## config.mk

```make
export PLATFORM = sky130hd
export DESIGN_NAME = rcsd_top
export DESIGN_NICKNAME = d
export VERILOG_FILES = /design/src/logic/rcsd_pkg.sv /design/src/logic/rcsd_top.sv
export VERILOG_INCLUDE_DIRS = /design/src /design/src/logic
export SDC_FILE = /design/constraint.sdc
export NUM_CORES = 1
export LEC_CHECK = 0
export ABC_AREA = 1
export CORE_MARGIN = 2
export CORE_UTILIZATION = 26
export DETAILED_ROUTE_END_ITERATION = 16
export DONT_BUFFER_PORTS = 1
export PLACE_DENSITY_LB_ADDON = 0.25
export SETUP_SLACK_MARGIN = 0.4
export SYNTH_ARGS = -nofsm -noshare
export SYNTH_HDL_FRONTEND = slang
export SYNTH_SLANG_ARGS = --single-unit
```

## constraint.sdc

```tcl
create_clock -name ref_clk -period 17.8 [get_ports ref_clk]
set_input_delay 1.78 -clock ref_clk [delete_from_list [all_inputs] [get_ports ref_clk]]
set_output_delay 1.78 -clock ref_clk [all_outputs]
set_load 0.02 [all_outputs]
```

## src/logic/rcsd_params.svh

```systemverilog
`ifndef RCSD_PARAMS_SVH
`define RCSD_PARAMS_SVH

// number of divided output banks (output zero excluded)
`define RCSD_NBANK        6
// 3.5 pF expressed in 0.125 pF steps
`define RCSD_LOADCAP_BASE 7'd28
// quotient value that selects disable or divide by one
`define RCSD_QUOT_ALLONES 7'h7f
// secondary cycles without primary transitions before failover
`define RCSD_LOST_CYCLES  2'd2
// reference divider value that powers a PLL down
`define RCSD_DIV_OFF      7'h00
// lowest legal reference divider for the fourth PLL
`define RCSD_PLL3_MIN_DIV 7'h03
// output disable mode codes
`define RCSD_OEM_LOW      2'h0
`define RCSD_OEM_HIGH     2'h1

`endif

```

## src/logic/rcsd_pkg.sv

```systemverilog
`include "rcsd_params.svh"

package rcsd_pkg;

	typedef enum logic {
		RCSD_SRC_PRIMARY,
		RCSD_SRC_SECONDARY
	} rcsd_src_e;

	typedef struct packed {
		logic [6:0]  refDiv;
		logic [11:0] fbInt;
		logic [3:0]  fbFrac;
	} rcsd_pll_cfg_s;

	typedef struct packed {
		logic [6:0] quotient;
		logic       dividerModeBit;
		logic [1:0] outputDisableMode;
	} rcsd_bank_cfg_s;

	typedef struct packed {
		rcsd_src_e                        active;
		logic                             prevPrim;
		logic                             prevSec;
		logic [1:0]                       secCount;
		logic                             lostPrimary;
		logic                             outZero;
		logic [`RCSD_NBANK-1:0][7:0]      bankCnt;
		logic [`RCSD_NBANK-1:0]           bankLvl;
		logic [`RCSD_NBANK-1:0]           bankData;
		logic [`RCSD_NBANK-1:0]           bankOe;
		logic [`RCSD_NBANK-1:0][8:0]      bankDiv;
		logic [6:0]                       loadCap;
		logic [3:0][13:0]                 fbTotal;
		logic [3:0]                       pllDown;
		logic                             pll3Illegal;
	} rcsd_state_s;

endpackage : rcsd_pkg

```

## src/logic/rcsd_top.sv

```systemverilog
// Notes on behaviour
// - select bit 0 makes crystal input primary
// - mode field 0x gives manual pin selection
// - manual switch waits for low levels, glitchless
// - two secondary cycles without primary edge switch
// - return to primary as soon as it toggles
// - automatic switch is immediate, may leave pulses
// - load cap is 3.5 pF plus code eighths
// - seven-bit reference, twelve-bit feedback dividers
// - output is input times M over D over divider
// - first PLL M from integer and fraction
// - quotient and mode bit choose divider setting
// - disabled output follows disable mode, divider runs
// - output zero bypasses every output divider
// - dividers bypass or divide even 2 to 256
// - zero reference divider powers down PLLs 0-2
`timescale 1ns/1ps

module rcsd_top
	import rcsd_pkg::*;
(
	input  wire logic                                 ref_clk,
	input  wire logic                                 reset,
	input  wire logic                                 crystalRefInput,
	input  wire logic                                 secondClockInput,
	input  wire logic                                 inputSelectPin,
	input  wire logic                                 primarySourceSel,
	input  wire logic [1:0]                           switchoverModeField,
	input  wire logic [4:0]                           loadCapCode,
	input  wire rcsd_pll_cfg_s [3:0]                  pllCfg,
	input  wire rcsd_bank_cfg_s [`RCSD_NBANK-1:0]     bankCfg,
	output logic                                      outputZero,
	output logic [`RCSD_NBANK-1:0]                    bankData,
	output logic [`RCSD_NBANK-1:0]                    bankOe,
	output logic [`RCSD_NBANK-1:0][8:0]               bankDivTotal,
	output logic                                      onSecondary,
	output logic [6:0]                                loadCapEighths,
	output logic [3:0][13:0]                          pllFbTotal,
	output logic [3:0]                                pllPowerDown,
	output logic                                      pll3DivIllegal
);

	rcsd_state_s q;
	rcsd_state_s next_q;

	function automatic logic [8:0] rcsd_div_total(input logic [6:0] quot, input logic pm);
		logic [8:0] total;
		logic [7:0] qPlus;
		total = 9'h000;
		// widened first so a quotient of 7eh still reaches 256
		qPlus = {1'b0, quot} + 8'h02;
		if (quot == `RCSD_QUOT_ALLONES)
			total = pm ? 9'h001 : 9'h000;
		else if (pm)
			total = {qPlus, 1'b0};
		else
			total = 9'h002;
		return total;
	endfunction : rcsd_div_total

	function automatic logic [13:0] rcsd_fb_total0(input logic [11:0] n, input logic [3:0] a);
		logic [13:0] m;
		m = {1'b0, n, 1'b0};
		if (a != 4'h0)
			m = m + {10'h000, a} + 14'h0001;
		return m;
	endfunction : rcsd_fb_total0

	logic      primIn;
	logic      secIn;
	logic      autoMode;
	logic      primEdge;
	logic      secRise;
	rcsd_src_e wanted;
	logic      refRise;
	logic [7:0] half;

	assign primIn   = primarySourceSel ? secondClockInput : crystalRefInput;
	assign secIn    = primarySourceSel ? crystalRefInput : secondClockInput;
	assign autoMode = switchoverModeField[1];
	assign primEdge = primIn != q.prevPrim;
	assign secRise  = secIn & ~q.prevSec;

	always_comb begin
		next_q = q;
		wanted = RCSD_SRC_PRIMARY;
		refRise = 1'b0;
		half = 8'h00;
		next_q.prevPrim = primIn;
		next_q.prevSec = secIn;
		// missing-primary watch, counted in secondary cycles
		if (primEdge) begin
			next_q.secCount = 2'd0;
			next_q.lostPrimary = 1'b0;
		end else if (secRise && q.secCount != `RCSD_LOST_CYCLES) begin
			next_q.secCount = q.secCount + 2'd1;
			if (q.secCount + 2'd1 == `RCSD_LOST_CYCLES)
				next_q.lostPrimary = 1'b1;
		end
		if (autoMode) begin
			wanted = next_q.lostPrimary ? RCSD_SRC_SECONDARY : RCSD_SRC_PRIMARY;
			next_q.active = wanted;
		end else begin
			wanted = inputSelectPin ? RCSD_SRC_SECONDARY : RCSD_SRC_PRIMARY;
			// swap only while both levels are low so no runt pulse leaves
			if (wanted != q.active && !q.outZero && !(wanted == RCSD_SRC_PRIMARY ? primIn : secIn))
				next_q.active = wanted;
		end
		next_q.outZero = (next_q.active == RCSD_SRC_PRIMARY) ? primIn : secIn;
		refRise = next_q.outZero & ~q.outZero;
		for (int b = 0; b < `RCSD_NBANK; b++) begin
			next_q.bankDiv[b] = rcsd_div_total(bankCfg[b].quotient, bankCfg[b].dividerModeBit);
			half = next_q.bankDiv[b][8:1];
			// counter keeps running even when the bank is disabled
			if (refRise) begin
				if (q.bankCnt[b] + 8'h01 >= half) begin
					next_q.bankCnt[b] = 8'h00;
					next_q.bankLvl[b] = ~q.bankLvl[b];
				end else begin
					next_q.bankCnt[b] = q.bankCnt[b] + 8'h01;
				end
			end
			if (next_q.bankDiv[b] == 9'h000) begin
				next_q.bankOe[b] = bankCfg[b].outputDisableMode == `RCSD_OEM_LOW ||
						bankCfg[b].outputDisableMode == `RCSD_OEM_HIGH;
				next_q.bankData[b] = bankCfg[b].outputDisableMode == `RCSD_OEM_HIGH;
			end else if (next_q.bankDiv[b] == 9'h001) begin
				next_q.bankOe[b] = 1'b1;
				next_q.bankData[b] = next_q.outZero;
			end else begin
				next_q.bankOe[b] = 1'b1;
				next_q.bankData[b] = next_q.bankLvl[b];
			end
		end
		next_q.loadCap = `RCSD_LOADCAP_BASE + {2'b00, loadCapCode};
		next_q.fbTotal[0] = rcsd_fb_total0(pllCfg[0].fbInt, pllCfg[0].fbFrac);
		for (int p = 1; p < 4; p++)
			next_q.fbTotal[p] = {2'b00, pllCfg[p].fbInt};
		for (int p = 0; p < 3; p++)
			next_q.pllDown[p] = pllCfg[p].refDiv == `RCSD_DIV_OFF;
		next_q.pllDown[3] = 1'b0;
		next_q.pll3Illegal = pllCfg[3].refDiv < `RCSD_PLL3_MIN_DIV;
	end

	always_ff @(posedge ref_clk or posedge reset) begin
		if (reset)
			q <= '0;
		else
			q <= next_q;
	end

	assign outputZero     = q.outZero;
	assign bankData       = q.bankData;
	assign bankOe         = q.bankOe;
	assign bankDivTotal   = q.bankDiv;
	assign onSecondary    = q.active;
	assign loadCapEighths = q.loadCap;
	assign pllFbTotal     = q.fbTotal;
	assign pllPowerDown   = q.pllDown;
	assign pll3DivIllegal = q.pll3Illegal;

	prim_map_a: assert property (@(posedge ref_clk) disable iff (reset)
		(!autoMode && q.active == RCSD_SRC_PRIMARY && !primarySourceSel) ##1 (q.active == RCSD_SRC_PRIMARY)
		|-> outputZero == $past(crystalRefInput))
		else $error("primary path does not follow crystal input");

	manual_pin_a: assert property (@(posedge ref_clk) disable iff (reset)
		(!autoMode && !inputSelectPin && q.active == RCSD_SRC_PRIMARY) |=> !onSecondary)
		else $error("manual mode left primary without pin request");

	glitch_free_a: assert property (@(posedge ref_clk) disable iff (reset)
		($changed(q.active) && !$past(autoMode)) |-> (!$past(q.outZero) && !outputZero))
		else $error("manual switch happened on a high level");

	lost_switch_a: assert property (@(posedge ref_clk) disable iff (reset)
		(autoMode && !primEdge && secRise && q.secCount == 2'd1) |=> onSecondary)
		else $error("missing primary not followed by switch");

	revert_a: assert property (@(posedge ref_clk) disable iff (reset)
		(autoMode && primEdge) |=> (autoMode |-> !onSecondary))
		else $error("primary transition did not restore primary");

	load_cap_a: assert property (@(posedge ref_clk) disable iff (reset)
		(loadCapCode == 5'h1f) |=> loadCapEighths == 7'd59)
		else $error("load capacitance code mapping wrong");

	fb_even_a: assert property (@(posedge ref_clk) disable iff (reset)
		(pllCfg[0].fbFrac == 4'h0) |=> pllFbTotal[0] == {1'b0, $past(pllCfg[0].fbInt), 1'b0})
		else $error("first PLL feedback wrong with zero fraction");

	bank_off_a: assert property (@(posedge ref_clk) disable iff (reset)
		(bankCfg[1].quotient == 7'h7f && !bankCfg[1].dividerModeBit && bankCfg[1].outputDisableMode == 2'h1)
		|=> (bankOe[1] && bankData[1] && bankDivTotal[1] == 9'h000))
		else $error("disabled bank not driven high");

	bypass_copy_a: assert property (@(posedge ref_clk) disable iff (reset)
		(bankDivTotal[3] == 9'h001) |-> bankData[3] == outputZero)
		else $error("bypassed bank does not copy output zero");

	fb_frac_a: assert property (@(posedge ref_clk) disable iff (reset)
		(pllCfg[0].fbFrac != 4'h0) |=> pllFbTotal[0] ==
		{1'b0, $past(pllCfg[0].fbInt), 1'b0} + {10'h000, $past(pllCfg[0].fbFrac)} + 14'h0001)
		else $error("first PLL feedback wrong with nonzero fraction");

	pll3_flag_a: assert property (@(posedge ref_clk) disable iff (reset)
		(pllCfg[3].refDiv < 7'h03) |=> pll3DivIllegal)
		else $error("illegal fourth PLL divider not flagged");

	pll3_ok_a: assert property (@(posedge ref_clk) disable iff (reset)
		(pllCfg[3].refDiv >= 7'h03) |=> (!pll3DivIllegal && !pllPowerDown[3]))
		else $error("legal fourth PLL divider flagged or powered down");

	div_range_a: assert property (@(posedge ref_clk) disable iff (reset)
		bankDivTotal[0] <= 9'h001 || (!bankDivTotal[0][0] && bankDivTotal[0] <= 9'h100))
		else $error("output divide outside even 2 to 256");

	pll_down_a: assert property (@(posedge ref_clk) disable iff (reset)
		(pllCfg[1].refDiv == 7'h00) |=> pllPowerDown[1])
		else $error("zero reference divider did not power down");

endmodule : rcsd_top

```

Word-level counts from Yosys, hierarchy flattened
Cells that the tools add are included.
{"block": "totals", "ff_bits": 187, "inputBits": 165, "word_cells": 177}
{"block": "classes", "n_addsub": 16, "magnitude_cmp": 7, "n_eq_ne": 22, "n_mux": 66, "n_bitwise": 10, "reduce_logical": 28}
{"op": "2-to-1 mux 9 bit", "count": 12}
{"op": "== test 9 x 1 -> 1 bit (second input constant)", "count": 6}
{"op": "zero test 9 bit", "count": 6}
{"op": "adder 7 x 2 -> 8 bit (second input constant)", "count": 6}
{"op": "adder 8 x 1 -> 8 bit (second input constant)", "count": 6}
{"op": "greater-or-equal comparator 8 bit", "count": 6}
{"op": "2-to-1 mux 8 bit", "count": 6}
{"op": "2-to-1 mux 1 bit", "count": 45}
{"op": "== test 7 bit (second input constant)", "count": 6}
{"op": "zero test 7 bit", "count": 3}
{"op": "adder 13 x 4 -> 14 bit", "count": 1}
{"op": "adder 14 x 1 -> 14 bit (second input constant)", "count": 1}
{"op": "2-to-1 mux 14 bit", "count": 1}
{"op": "== test 2 x 1 -> 1 bit (second input constant)", "count": 6}
{"op": "zero test 2 bit", "count": 6}
{"op": "inverter 1 bit", "count": 8}
{"op": "less-than comparator 7 x 2 -> 1 bit (second input constant)", "count": 1}
{"op": "adder 5 x 5 -> 6 bit (first input constant)", "count": 1}
{"op": "logical OR 1 bit", "count": 6}
{"op": "2-to-1 mux 3 bit", "count": 2}
{"op": "nonzero test 4 bit", "count": 1}
{"op": "logical AND 1 bit", "count": 3}
{"op": "adder 2 x 1 -> 2 bit (second input constant)", "count": 1}
{"op": "bitwise AND 1 bit", "count": 2}
{"op": "5 further kinds", "count": 7}

Logic depth before layout (Yosys ltp)
Gate-level depths: netlist (run 1).
{"block": "logic_depth", "word_depth": 12, "depth_mapped": 22}

Worst setup path after synthesis (run 1)
Ideal clock, no wire load.
{"block": "synth_path", "path_type": "in2reg", "startpoint": "input bankCfg[14] (netlist bit)", "endpoint": "register q, in the netlist bankData[1]", "setup_ps": 116, "arrival_time_ps": 3744, "required_ps": 17684, "slack_ps": 13939, "cell_stages": 17, "path_cell_list": "ha_1 nand2_1 inv_1 nand2_1 xor2_1 or2_2 ha_1 a21oi_1 nor2_1 nor2_1 nand3_1 nand2_1 inv_1 nand3_1 nand3_1 nand2_1 nand2_1"}
{"item": "start, declared", "line": "rcsd_top.sv:31", "source": "input wire rcsd_bank_cfg_s [`RCSD_NBANK-1:0] bankCfg,"}
{"item": "end signal, assigned", "line": "rcsd_top.sv:149", "source": "q <= next_q;"}
{"item": "end, declared", "line": "rcsd_top.sv:43", "source": "rcsd_state_s q;"}

Worst setup path in the final report (run 1)
{"block": "layout_path", "startpoint": "input primarySourceSel", "endpoint": "register q[144] (netlist bit)"}
{"block": "layout_between", "elab_chain_cells": 9}
{"item": "start, declared", "line": "rcsd_top.sv:27", "source": "input wire logic primarySourceSel,"}
{"item": "2-to-1 mux 1 bit", "line": "rcsd_top.sv:79", "source": "assign secIn = primarySourceSel ? crystalRefInput : secondClockInput;"}
{"item": "bitwise AND 1 bit", "line": "rcsd_top.sv:82", "source": "assign secRise = secIn & ~q.prevSec;"}
{"item": "logical AND 1 bit (no line)"}
{"item": "2-to-1 mux 3 bit", "line": "rcsd_top.sv:95", "source": "end else if (secRise && q.secCount != `RCSD_LOST_CYCLES) begin"}
{"item": "2-to-1 mux 3 bit", "line": "rcsd_top.sv:92", "source": "if (primEdge) begin"}
{"item": "2-to-1 mux 1 bit", "line": "rcsd_top.sv:101", "source": "wanted = next_q.lostPrimary ? RCSD_SRC_SECONDARY : RCSD_SRC_PRIMARY;"}
{"item": "2-to-1 mux 1 bit", "line": "rcsd_top.sv:100", "source": "if (autoMode) begin"}
{"item": "2-to-1 mux 1 bit *", "line": "rcsd_top.sv:109", "source": "next_q.outZero = (next_q.active == RCSD_SRC_PRIMARY) ? primIn : secIn;"}
{"item": "bitwise AND 1 bit *", "line": "rcsd_top.sv:110", "source": "refRise = next_q.outZero & ~q.outZero;"}
Every way passes the cells marked *; elsewhere a longest branch is shown, timed or not. The select of a mux whose other input is x is not followed.
A chain may end at the register's enable or synchronous reset.

==> results of run 1 <==
[cell type report]
class                   count  area (um2)  share of cell area
flip-flops and latches    187        4680               0.437
multi-input cells         724        4080               0.381
inverters                 185         702              0.0656
well taps                 525         657              0.0614
clock buffers              17         425              0.0397
clock inverters            14         133              0.0124
repair buffers              4        30.0             0.00281
[routing by layer]
| layer | vias to the layer above | wire [um] | track usage |
|---|---|---|---|
| met3 | 19 | 2140 | 0.0453 |
| met1 | 3123 | 9990 | 0.134 |
| met4 | 0 | 312 | 0.0375 |
| met5 | - | 0 | 0 |
| met2 | 228 | 10700 | 0.187 |
| li1 | 3530 | - | - |
[cells in the final DEF (no fill, tap or decap), types with 16 or more instances in the layout]
master | Yosys | routed
ha_1 | 66 | 66
nand4_1 | 31 | 31
xor2_1 | 44 | 44
nor2_1 | 92 | 92
nand2_1 | 256 | 256
inv_1 | 183 | 182
dfrtp_1 | 187 | 187
clkbuf_16 | 0 | 17
nand3_1 | 81 | 81
o21ai_0 | 45 | 45
a21oi_1 | 16 | 16
[worst max path at each step]
stage                        to  slack (ns)  cells past startpoint
global route             q[144]       13.48                     12
floorplan           bankData[0]       10.93                      1
finish                   q[144]       13.89                     12
detailed placement       q[144]       13.30                     12
CTS                      q[144]       13.79                     12
global placement         q[144]       13.31                     12
[registers in the layout, summed over array words and instances, names as in the netlist]
| signal | count |
|---|---|
| pllFbTotal | 50 |
| pll3DivIllegal | 1 |
| bankData | 6 |
| bankOe | 6 |
| pllPowerDown | 3 |
| bankDivTotal | 54 |
| outputZero | 1 |
| onSecondary | 1 |
| q | 59 |
| loadCapEighths | 6 |
[cells by family (layout without fill, tap and decap cells)]
group                      after synthesis  after routing  synth area share
and+or+nand+nor                        499            499             0.206
buffers and inverters                  328            220             0.168
DFF                                    187            187             0.446
AOI/OAI and AO/OA                       96             96            0.0540
adders and majority gates               67             67            0.0806
xor gates and xnor gates                54             54            0.0451
other                                    1              8          0.000357
[worst max-delay path: cells and delay by family]
family	cells	cell delay, ns
AND/OR/NAND/NOR	8	0.95
buffers and inverters	3	1.19
AO/OA/AOI/OAI	1	0.33
[power groups by stage]
stage          Clock [mW]  Combinational [mW]  Sequential, mW
5_1_grt             0.412               0.388           0.555
6_report            0.373               0.324           0.547
2_1_floorplan           0               0.319           0.513
4_1_cts             0.391               0.332           0.548
3_3_place_gp            0               0.324           0.556
3_5_place_dp            0               0.330           0.556
==> key figures, run 1 <==
Global routing
  – Largest net degree at the start of global routing: 76
  – Initial antenna violation count: 0
  – Tot GR Track Use: 0.113
  – Vias in the first global route: 6950
  – Gr ovfl total: 0
  – Global-route wire length before repair: 36.5 mm

Power
  – Clock Power Share: 0.300
  – Internal: roughly 0.78 mW
  – Pwr Density: 116 mW/mm2
  – Peak supply drop: 0.0000566 V
  – Combinational share of power: 0.261
  – Power Total: 1.24 mW
  – Seq pwr share: 0.439
  – Psw: 0.464 mW
  – Lkg Pwr: 5.57 nW
  – Sw Share: 0.373

Logic synthesis
  – Post-synth EDFFs: 0
  – Largest area contributor in the synthesized netlist: dfrtp_1
  – Post-synth cell types: 34
  – Top cell type's share of synthesized area: 0.446
  – Synth area leaders: dfrtp_1, buf_4, nand2_1
  – Top-count cell post-synth: nand2_1
  – Synth warn: 0
  – Post-synth ARST share: 1.00
  – Top FF cell, synth: dfrtp_1
  – Mapped Cells: 1232
  – Post-Synthesis Cell Area: 0.0105 mm2
  – Register area share after synthesis: 0.446
  – Post-Syn Area per Cell: 8.52 um2
  – Most instantiated cells after synthesis: nand2_1, dfrtp_1, inv_1, buf_4, nor2_1
  – Synth Register Bits: between 150 and 200

Setup path
  – Worst r2r path cells: 12
  – Worst setup path start: primarySourceSel
  – Max stage delay on crit path: about 0.6 ns
  – CP Class: primary input to register
  – Slowest CP cell: buf_4
  – R2R setup slack: 14.49 ns
  – Critical Path Start Type: primary input
  – Critical Path RT: 18.17 ns
  – Reg-to-Reg Start: outputZero
  – Arrival time at the worst endpoint: about 4.3 ns
  – Worst R2R End: q[144]
  – Cell mode on critical path: nand2_1
  – CP endpoint kind: register
  – Crit-path cells: inv_2, nand2_1, nand2_1, nand2_1, nand2_1, nand3_2, nand3_1, nand2_2, nand2_2, buf_4, inv_1, o21ai_0
  – Worst Path Max Fanout: 75

Floorplanning
  – Starting Density: 0.263
  – Die height: between 200 and 250 um
  – Core Rows: 73
  – Die X: 205 um
  – Die Area: 0.0420 mm2
  – IO Pins: 301
  – Core box area: roughly 0.040 mm2

Detailed routing
  – Remaining antenna violation count: 0
  – Vias per cell: 4.17
  – DR vias: 6900
  – 1st-iter DRT viols: 386
  – Wirelength per Cell: approximately 14 um
  – Pre-antenna DRT Iters: 5
  – DRT Wirelength: 23.2 mm
  – DRC violations left: 0

Hold path
  – Critical hold path startpoint: q[139]
  – Hold EP: q[139]
  – WHS Path Cells: 2
  – Min-delay worst type: register to register

Placement
  – Final GP Congestion: 0.783
  – DP Area: about 0.01 mm2
  – Setup WS pre-CTS: between 10 and 15 ns
  – IO buf count: 0
  – Final HPWL DP: 17.1 mm
  – DP Cell Count: 1625

Timing
  – Period utilization: 0.220
  – Final Hold Slack: between 0.5 and 0.6 ns
  – Setup tns final: 0 ns
  – Setup Skew: 0.0103 ns
  – Fmax: 256 MHz
  – Worst slew margin: 0.476
  – Worst-Margin Slew: 0.786 ns
  – Final worst setup slack: 13.89 ns
  – Unrepaired setup endpoints after global routing: no
  – Final Hold Viols: 0
  – Minimum clock period after layout: 3.91 ns
  – Final setup viols: 0
  – Final slew viol count: 0

Cells and area
  – NumNets Final: 1351
  – Fraction of layout cells with a size suffix above 1: 0.0513
  – Fin cells: around 1700
  – Core Util, Final: 0.269
  – Layout fillers: 4339
  – Area delta synth->final: 2.02%
  – Ant diodes: 0
  – Cell area after layout: 0.0107 mm2

CTS
  – Root buffer cell: clkbuf_16
  – Sink Count: ~190
  – Setup bufs post-CTS: 0
  – # hold bufs at CTS: 0
  – Post_cts resized: 0
  – Worst skew pair latency: 0.46 ns
  – Clk slew on worst S/H paths: about 0.07 ns
  – Clock Tree Buf Depth: 2
  – H-tree levels: 4
  – CTS tree: built
  – Num CTS Buffers: 17

Job
  – Maximum capacitance violations: 0

Outcome
  – Status: finished, final reports clean
Note: power is estimated with default switching activity, not from simulation.
==> run 2, diff against run 1 <==
==> constraint.sdc (replaced) <==
create_clock -name ref_clk -period 3.8 [get_ports ref_clk]
set_input_delay 0.38 -clock ref_clk [delete_from_list [all_inputs] [get_ports ref_clk]]
set_output_delay 0.38 -clock ref_clk [all_outputs]
set_load 0.02 [all_outputs]
==> run 2 against run 1 <==
  * Global-route usage is 0.32 points higher
  * Setup slack worse by 13 ns
  * Clock-buffer cell count is 1 higher
  * Hold slack worse by 0.50 ns
  * Routed wire length is 2.2% higher
  * Die area stayed put
  * Via count is 3.8% higher
  * Register-to-register slack worse by 14 ns
  * Sequential share of layout area is 2.9 points lower
  * Flip-flop and latch count stayed put
  * Critical endpoint is now bankData[1]
  * Largest power group unchanged
==> key figures, run 2 (synthesized netlist as in run 1, its figures left out) <==
Outcome
  – Status: finished, final reports clean

Power
  – Pwr Density: 519 mW/mm2
  – Lkg Pwr: about 5.9 nW
  – Clock Power Share: 0.301
  – Combinational share of power: 0.266
  – Peak supply drop: ~0.00028 V
  – Internal: 3.72 mW
  – Seq pwr share: 0.432
  – Psw: 2.22 mW
  – Sw Share: 0.374

Cells and area
  – Layout fillers: 4258
  – Register bank with the most flops: q
  – Ant diodes: 0
  – Max reg flops: 59
  – Footprint of the multi-input gates: 0.00408 mm2
  – Fraction of layout cells with a size suffix above 1: 0.0483
  – NumNets Final: approximately 1400
  – Area delta synth->final: 9.14%
  – Commonest non-fill, non-tap cell in the layout: nand2_1
  – Sequential cell area: 0.00468 mm2
  – Commonest cells after routing, fill and taps aside: nand2_1, dfrtp_1, inv_1
  – Core Util, Final: 0.288

Floorplanning
  – Die X: 205 um
  – Die height: 205 um
  – IO Pins: 301
  – Starting Density: 0.263
  – Core Rows: 73
  – Core box area: 0.0398 mm2
  – Die Area: 0.0420 mm2

Detailed routing
  – Wirelength per Cell: 13.7 um
  – Vias per cell: 4.15
  – Pre-antenna DRT Iters: 4
  – DRC violations left: 0
  – 1st-iter DRT viols: 383
  – DRT Wirelength: 23.7 mm
  – DR vias: 7164
  – Remaining antenna violation count: 0

Timing
  – Setup tns final: 0 ns
  – Worst-Margin Slew: between 0.7 and 0.8 ns
  – Final slew viol count: 0
  – Setup Skew: 0.00984 ns
  – Final setup viols: 0
  – Unrepaired setup endpoints after global routing: no
  – Minimum clock period after layout: 2.97 ns
  – Worst slew margin: 0.495
  – Period utilization: 0.781
  – Final Hold Viols: 0
  – Fmax: 337 MHz

Setup path
  – Worst r2r path cells: 14
  – Worst R2R End: bankData[1]
  – Critical Path RT: 4.16 ns
  – CP Class: register to register
  – R2R setup slack: 0.83 ns
  – Reg-to-Reg Start: q[148]
  – Slowest CP cell: dfrtp_1
  – CP delay by family, top: simple AND/OR/NAND/NOR gates
  – Crit-path cells: nand3_1, nor3b_1, nand2_1, xnor2_1, ha_1, a21o_1, nor2_1, nand3_1, nand2_1, inv_1, nand3_1, nand3_1, nand2_1, nand2_1
  – WP buf/inv: 1
  – Arrival time at the worst endpoint: 3.33 ns
  – CP endpoint kind: register
  – Worst Path Max Fanout: 6
  – Max stage delay on crit path: 0.44 ns
  – Critical Path Start Type: register

CTS
  – Post_cts resized: 0
  – Setup bufs post-CTS: 0
  – Clk slew on worst S/H paths: 0.08 ns
  – Worst skew pair latency: 0.46 ns
  – Root buffer cell: clkbuf_16
  – Num CTS Buffers: 17
  – H-tree levels: 4
  – # hold bufs at CTS: 70
  – Sink Count: between 150 and 200
  – CTS tree: built
  – Clock Tree Buf Depth: 2

Job
  – Maximum capacitance violations: 0

Global routing
  – Vias in the first global route: 7210
  – Tot GR Track Use: 0.117
  – Initial antenna violation count: 0
  – Largest net degree at the start of global routing: approximately 130
  – Gr ovfl total: 0
  – Global-route wire length before repair: 37.6 mm

Placement
  – Final HPWL DP: about 17 mm
  – Final GP Congestion: 0.769
  – IO buf count: 0

Hold path
  – Min-delay worst type: primary input to asynchronous set/reset pin
run 2: power groups by stage:
stage	sequential (mW)	clock [mW]	combinational (mW)
3_3_place_gp	2.61	0	1.52
6_report	2.57	1.79	1.58
3_5_place_dp	2.61	0	1.56
5_1_grt	2.61	1.97	1.89
4_1_cts	2.57	1.88	1.63
2_1_floorplan	2.40	0	1.50
run 2: area by class of cell:
type | count | share of cell area
multi-input cells | 724 | 0.356
inverters | 185 | 0.0610
well taps | 525 | 0.0574
clock buffers | 18 | 0.0375
flip-flops and latches | 187 | 0.409
repair buffers | 74 | 0.0660
clock inverters | 14 | 0.0134
run 2: worst max-delay path by stage:
stage	start	endpoint	slack (ns)	cells past startpoint
after detailed placement	q[190]	q[148]	0.69	13
after floorplan	reset	bankData[0]	1.01	1
after global routing	q[190]	q[148]	0.42	13
after CTS	q[190]	q[148]	0.66	13
after global placement	q[190]	q[180]	0.78	13
final	q[148]	bankData[1]	0.83	14
run 2: per-stage QoR:
step | cell area (um2) | hold WS [ns] | std cells | worst slack, ns | total power, mW
global route | 11400 | 0.0237 | 1727 | 0.421 | 6.47
finish | 11400 | 0.00651 | 1727 | 0.832 | 5.94
CTS | 11400 | 0.00219 | 1727 | 0.664 | 6.08
global placement | 10200 | 0.411 | 1625 | 0.775 | 4.13
floorplan | 10500 | 0.411 | 1239 | 1.01 | 3.90
detailed placement | 10200 | 0.411 | 1625 | 0.695 | 4.17
run 2: metal layers:
layer / track usage / share of wire
met1: 0.141 / 0.44
met2: 0.190 / 0.46
met3: 0.0415 / 0.076
met4: 0.0429 / 0.020
met5: 0 / 0
==> run 3, diff against run 2 <==
==> constraint.sdc (replaced) <==
create_clock -name ref_clk -period 2.4 [get_ports ref_clk]
set_input_delay 0.24 -clock ref_clk [delete_from_list [all_inputs] [get_ports ref_clk]]
set_output_delay 0.24 -clock ref_clk [all_outputs]
set_load 0.02 [all_outputs]
==> run 3 against run 2 <==
  * The flow now finishes with violations (negative setup slack)
  * Via count is 11% higher
  * Maximum frequency is 21% higher
  * Clock power is 63% higher
  * Flip-flop and latch count stayed put
  * Core utilization is 5.4 points higher
  * Routed wire length is 11% higher
  * Sequential share of layout area is 6.4 points lower
  * Clock-buffer cell count stayed put
  * Final cell count is 9.3% higher
  * Design area is 19% higher
  * Die area stayed put
  * Critical endpoint is now bankData[3]
  * Largest cell class is now multi-input gates
  * Highest routed layer unchanged
==> key figures, run 3 (synthesized netlist as in run 1, its figures left out) <==
Outcome
  – Status: finished with violations
  – Failing checks: negative setup slack

Global routing
  – Largest net degree at the start of global routing: 61
  – Tot GR Track Use: 0.125
  – Gr ovfl total: 0
  – Initial antenna violation count: 0
  – Vias in the first global route: ~8100
  – Global-route wire length before repair: between 40 and 50 mm

Floorplanning
  – Die Area: 0.0420 mm2
  – Starting Density: 0.263
  – Core Rows: 73
  – Die X: 205 um
  – Die height: 205 um
  – Core box area: 0.0398 mm2
  – IO Pins: 301

Hold path
  – Min-delay worst type: primary input to register
  – WHS Path Cells: 2

Setup path
  – CP endpoint kind: register
  – Worst Path Max Fanout: 3
  – Slowest CP cell: dfrtp_1
  – Crit-path cells: buf_6, inv_4, nor2_4, nand4_1, nor2_1, xor2_1, ha_1, a21o_1, nor2_2, nand3_2, nand2_2, inv_2, nand3_1, nand3_2, nand2_2, nand2_1
  – CP Class: register to register
  – Arrival time at the worst endpoint: 2.79 ns
  – Critical Path RT: approximately 2.8 ns
  – Worst r2r path cells: 16
  – Critical Path Start Type: register
  – Max stage delay on crit path: around 0.43 ns

Detailed routing
  – Remaining antenna violation count: 0
  – DRT Wirelength: 26.3 mm
  – 1st-iter DRT viols: 362
  – DR vias: 7980
  – Wirelength per Cell: approximately 14 um
  – Pre-antenna DRT Iters: 6
  – Vias per cell: about 4.2
  – DRC violations left: 0

CTS
  – Num CTS Buffers: 17
  – CTS tree: built
  – Sink Count: 187
  – Root buffer cell: clkbuf_16
  – Clock Tree Buf Depth: 2
  – Clk slew on worst S/H paths: 0.08 ns
  – Worst skew pair latency: ~0.46 ns
  – H-tree levels: 4

Placement
  – DP Area: 0.0108 mm2
  – Final HPWL DP: 18.6 mm
  – DP Cell Count: roughly 1700
  – IO buf count: 0
  – Final GP Congestion: 0.795

Cells and area
  – NumNets Final: 1582
  – Commonest non-fill, non-tap cell in the layout: nand2_1
  – Area delta synth->final: 29.5%
  – Max reg flops: 59
  – Ant diodes: 0
  – Register bank with the most flops: q
  – Sequential cell area: 0.00468 mm2
  – Footprint of the multi-input gates: 0.00479 mm2
  – Cell area after layout: 0.0136 mm2
  – Fin cells: 1888
  – Fraction of layout cells with a size suffix above 1: 0.222
  – Commonest cells after routing, fill and taps aside: nand2_1, dfrtp_1, inv_1
  – Layout fillers: 4165
  – Core Util, Final: 0.341

Timing
  – Final slew viol count: 0
  – Fmax: 409 MHz
  – Minimum clock period after layout: 2.45 ns
  – Final setup viols: 2
  – Final Hold Viols: 0
  – Final worst setup slack: -0.0457 ns
  – Unrepaired setup endpoints after global routing: yes
  – Period utilization: 1.02
  – Setup Skew: 0.0109 ns

Job
  – Maximum capacitance violations: 0

Power
  – Lkg Pwr: around 7 nW
  – Pwr Density: 806 mW/mm2
  – Power Total: 11.0 mW
  – Peak supply drop: 0.000430 V
[run 3: area by class of cell]
cell class,instances,area share
clock buffer,18,0.0323
clock inverter,14,0.0111
inverter,185,0.0518
multi-input combinational,724,0.353
sequential,187,0.345
tap,525,0.0483
timing repair buffer,235,0.159
[run 3: through the flow]
stage | setup WS, ns | hold WS (ns) | TNS (ns)
floorplan | -0.246 | 0.271 | -46.10
global placement | -0.0671 | 0.0682 | -0.168
detailed placement | -0.121 | 0.0686 | -0.328
CTS | 0.00942 | 0.000995 | 0
global route | -0.277 | 0.0268 | -3.12
finish | -0.0457 | 0.0398 | -0.0697
[run 3: report_power, final]
| part | leakage (nW) | total (mW) | internal [mW] | switching, mW |
|---|---|---|---|---|
| combinational | 4.23 | 3.95 | 1.87 | 2.09 |
| sequential | 2.33 | 4.08 | 3.55 | 0.527 |
| clock | 0.289 | 2.92 | 1.50 | 1.42 |
[run 3: worst paths after layout]
check                      startpoint              end  slack (ns)
max                            q[164]      bankData[3]       -0.05
min                        bankCfg[2]  bankDivTotal[3]        0.04
max reg2reg                    q[164]      bankData[3]       -0.05
min reg2reg                    q[136]           q[136]        0.49
max in group asynchronous       reset  bankDivTotal[9]        1.50
min in group asynchronous       reset        bankOe[5]        0.21
[run 3: routing by layer]
metal | wire [um] | track usage | vias to the layer above
met4 | 469 | 0.0475 | 0
li1 | - | - | 4014
met2 | 12800 | 0.211 | 221
met5 | 0 | 0 | -
met3 | 1610 | 0.0353 | 23
met1 | 11500 | 0.150 | 3722
[run 3: timing repair]
action / CTS / global route
gates resized for setup: 70 / 91
endpoints found under the setup margin: 60 / 60
pin swaps: 73 / 74
hold buffers: 111 / 0
setup buffers: 39 / 20
hold endpoints to repair: 291 / 0
[run 3: critical path, delay by kind of cell, from the launching register on]
kind	cells	cell delay (ns)
compound gates	1	0.18
xor+xnor	1	0.23
fa+ha+maj	1	0.30
buf+inv	3	0.20
flops	1	0.43
simple gates	10	0.97
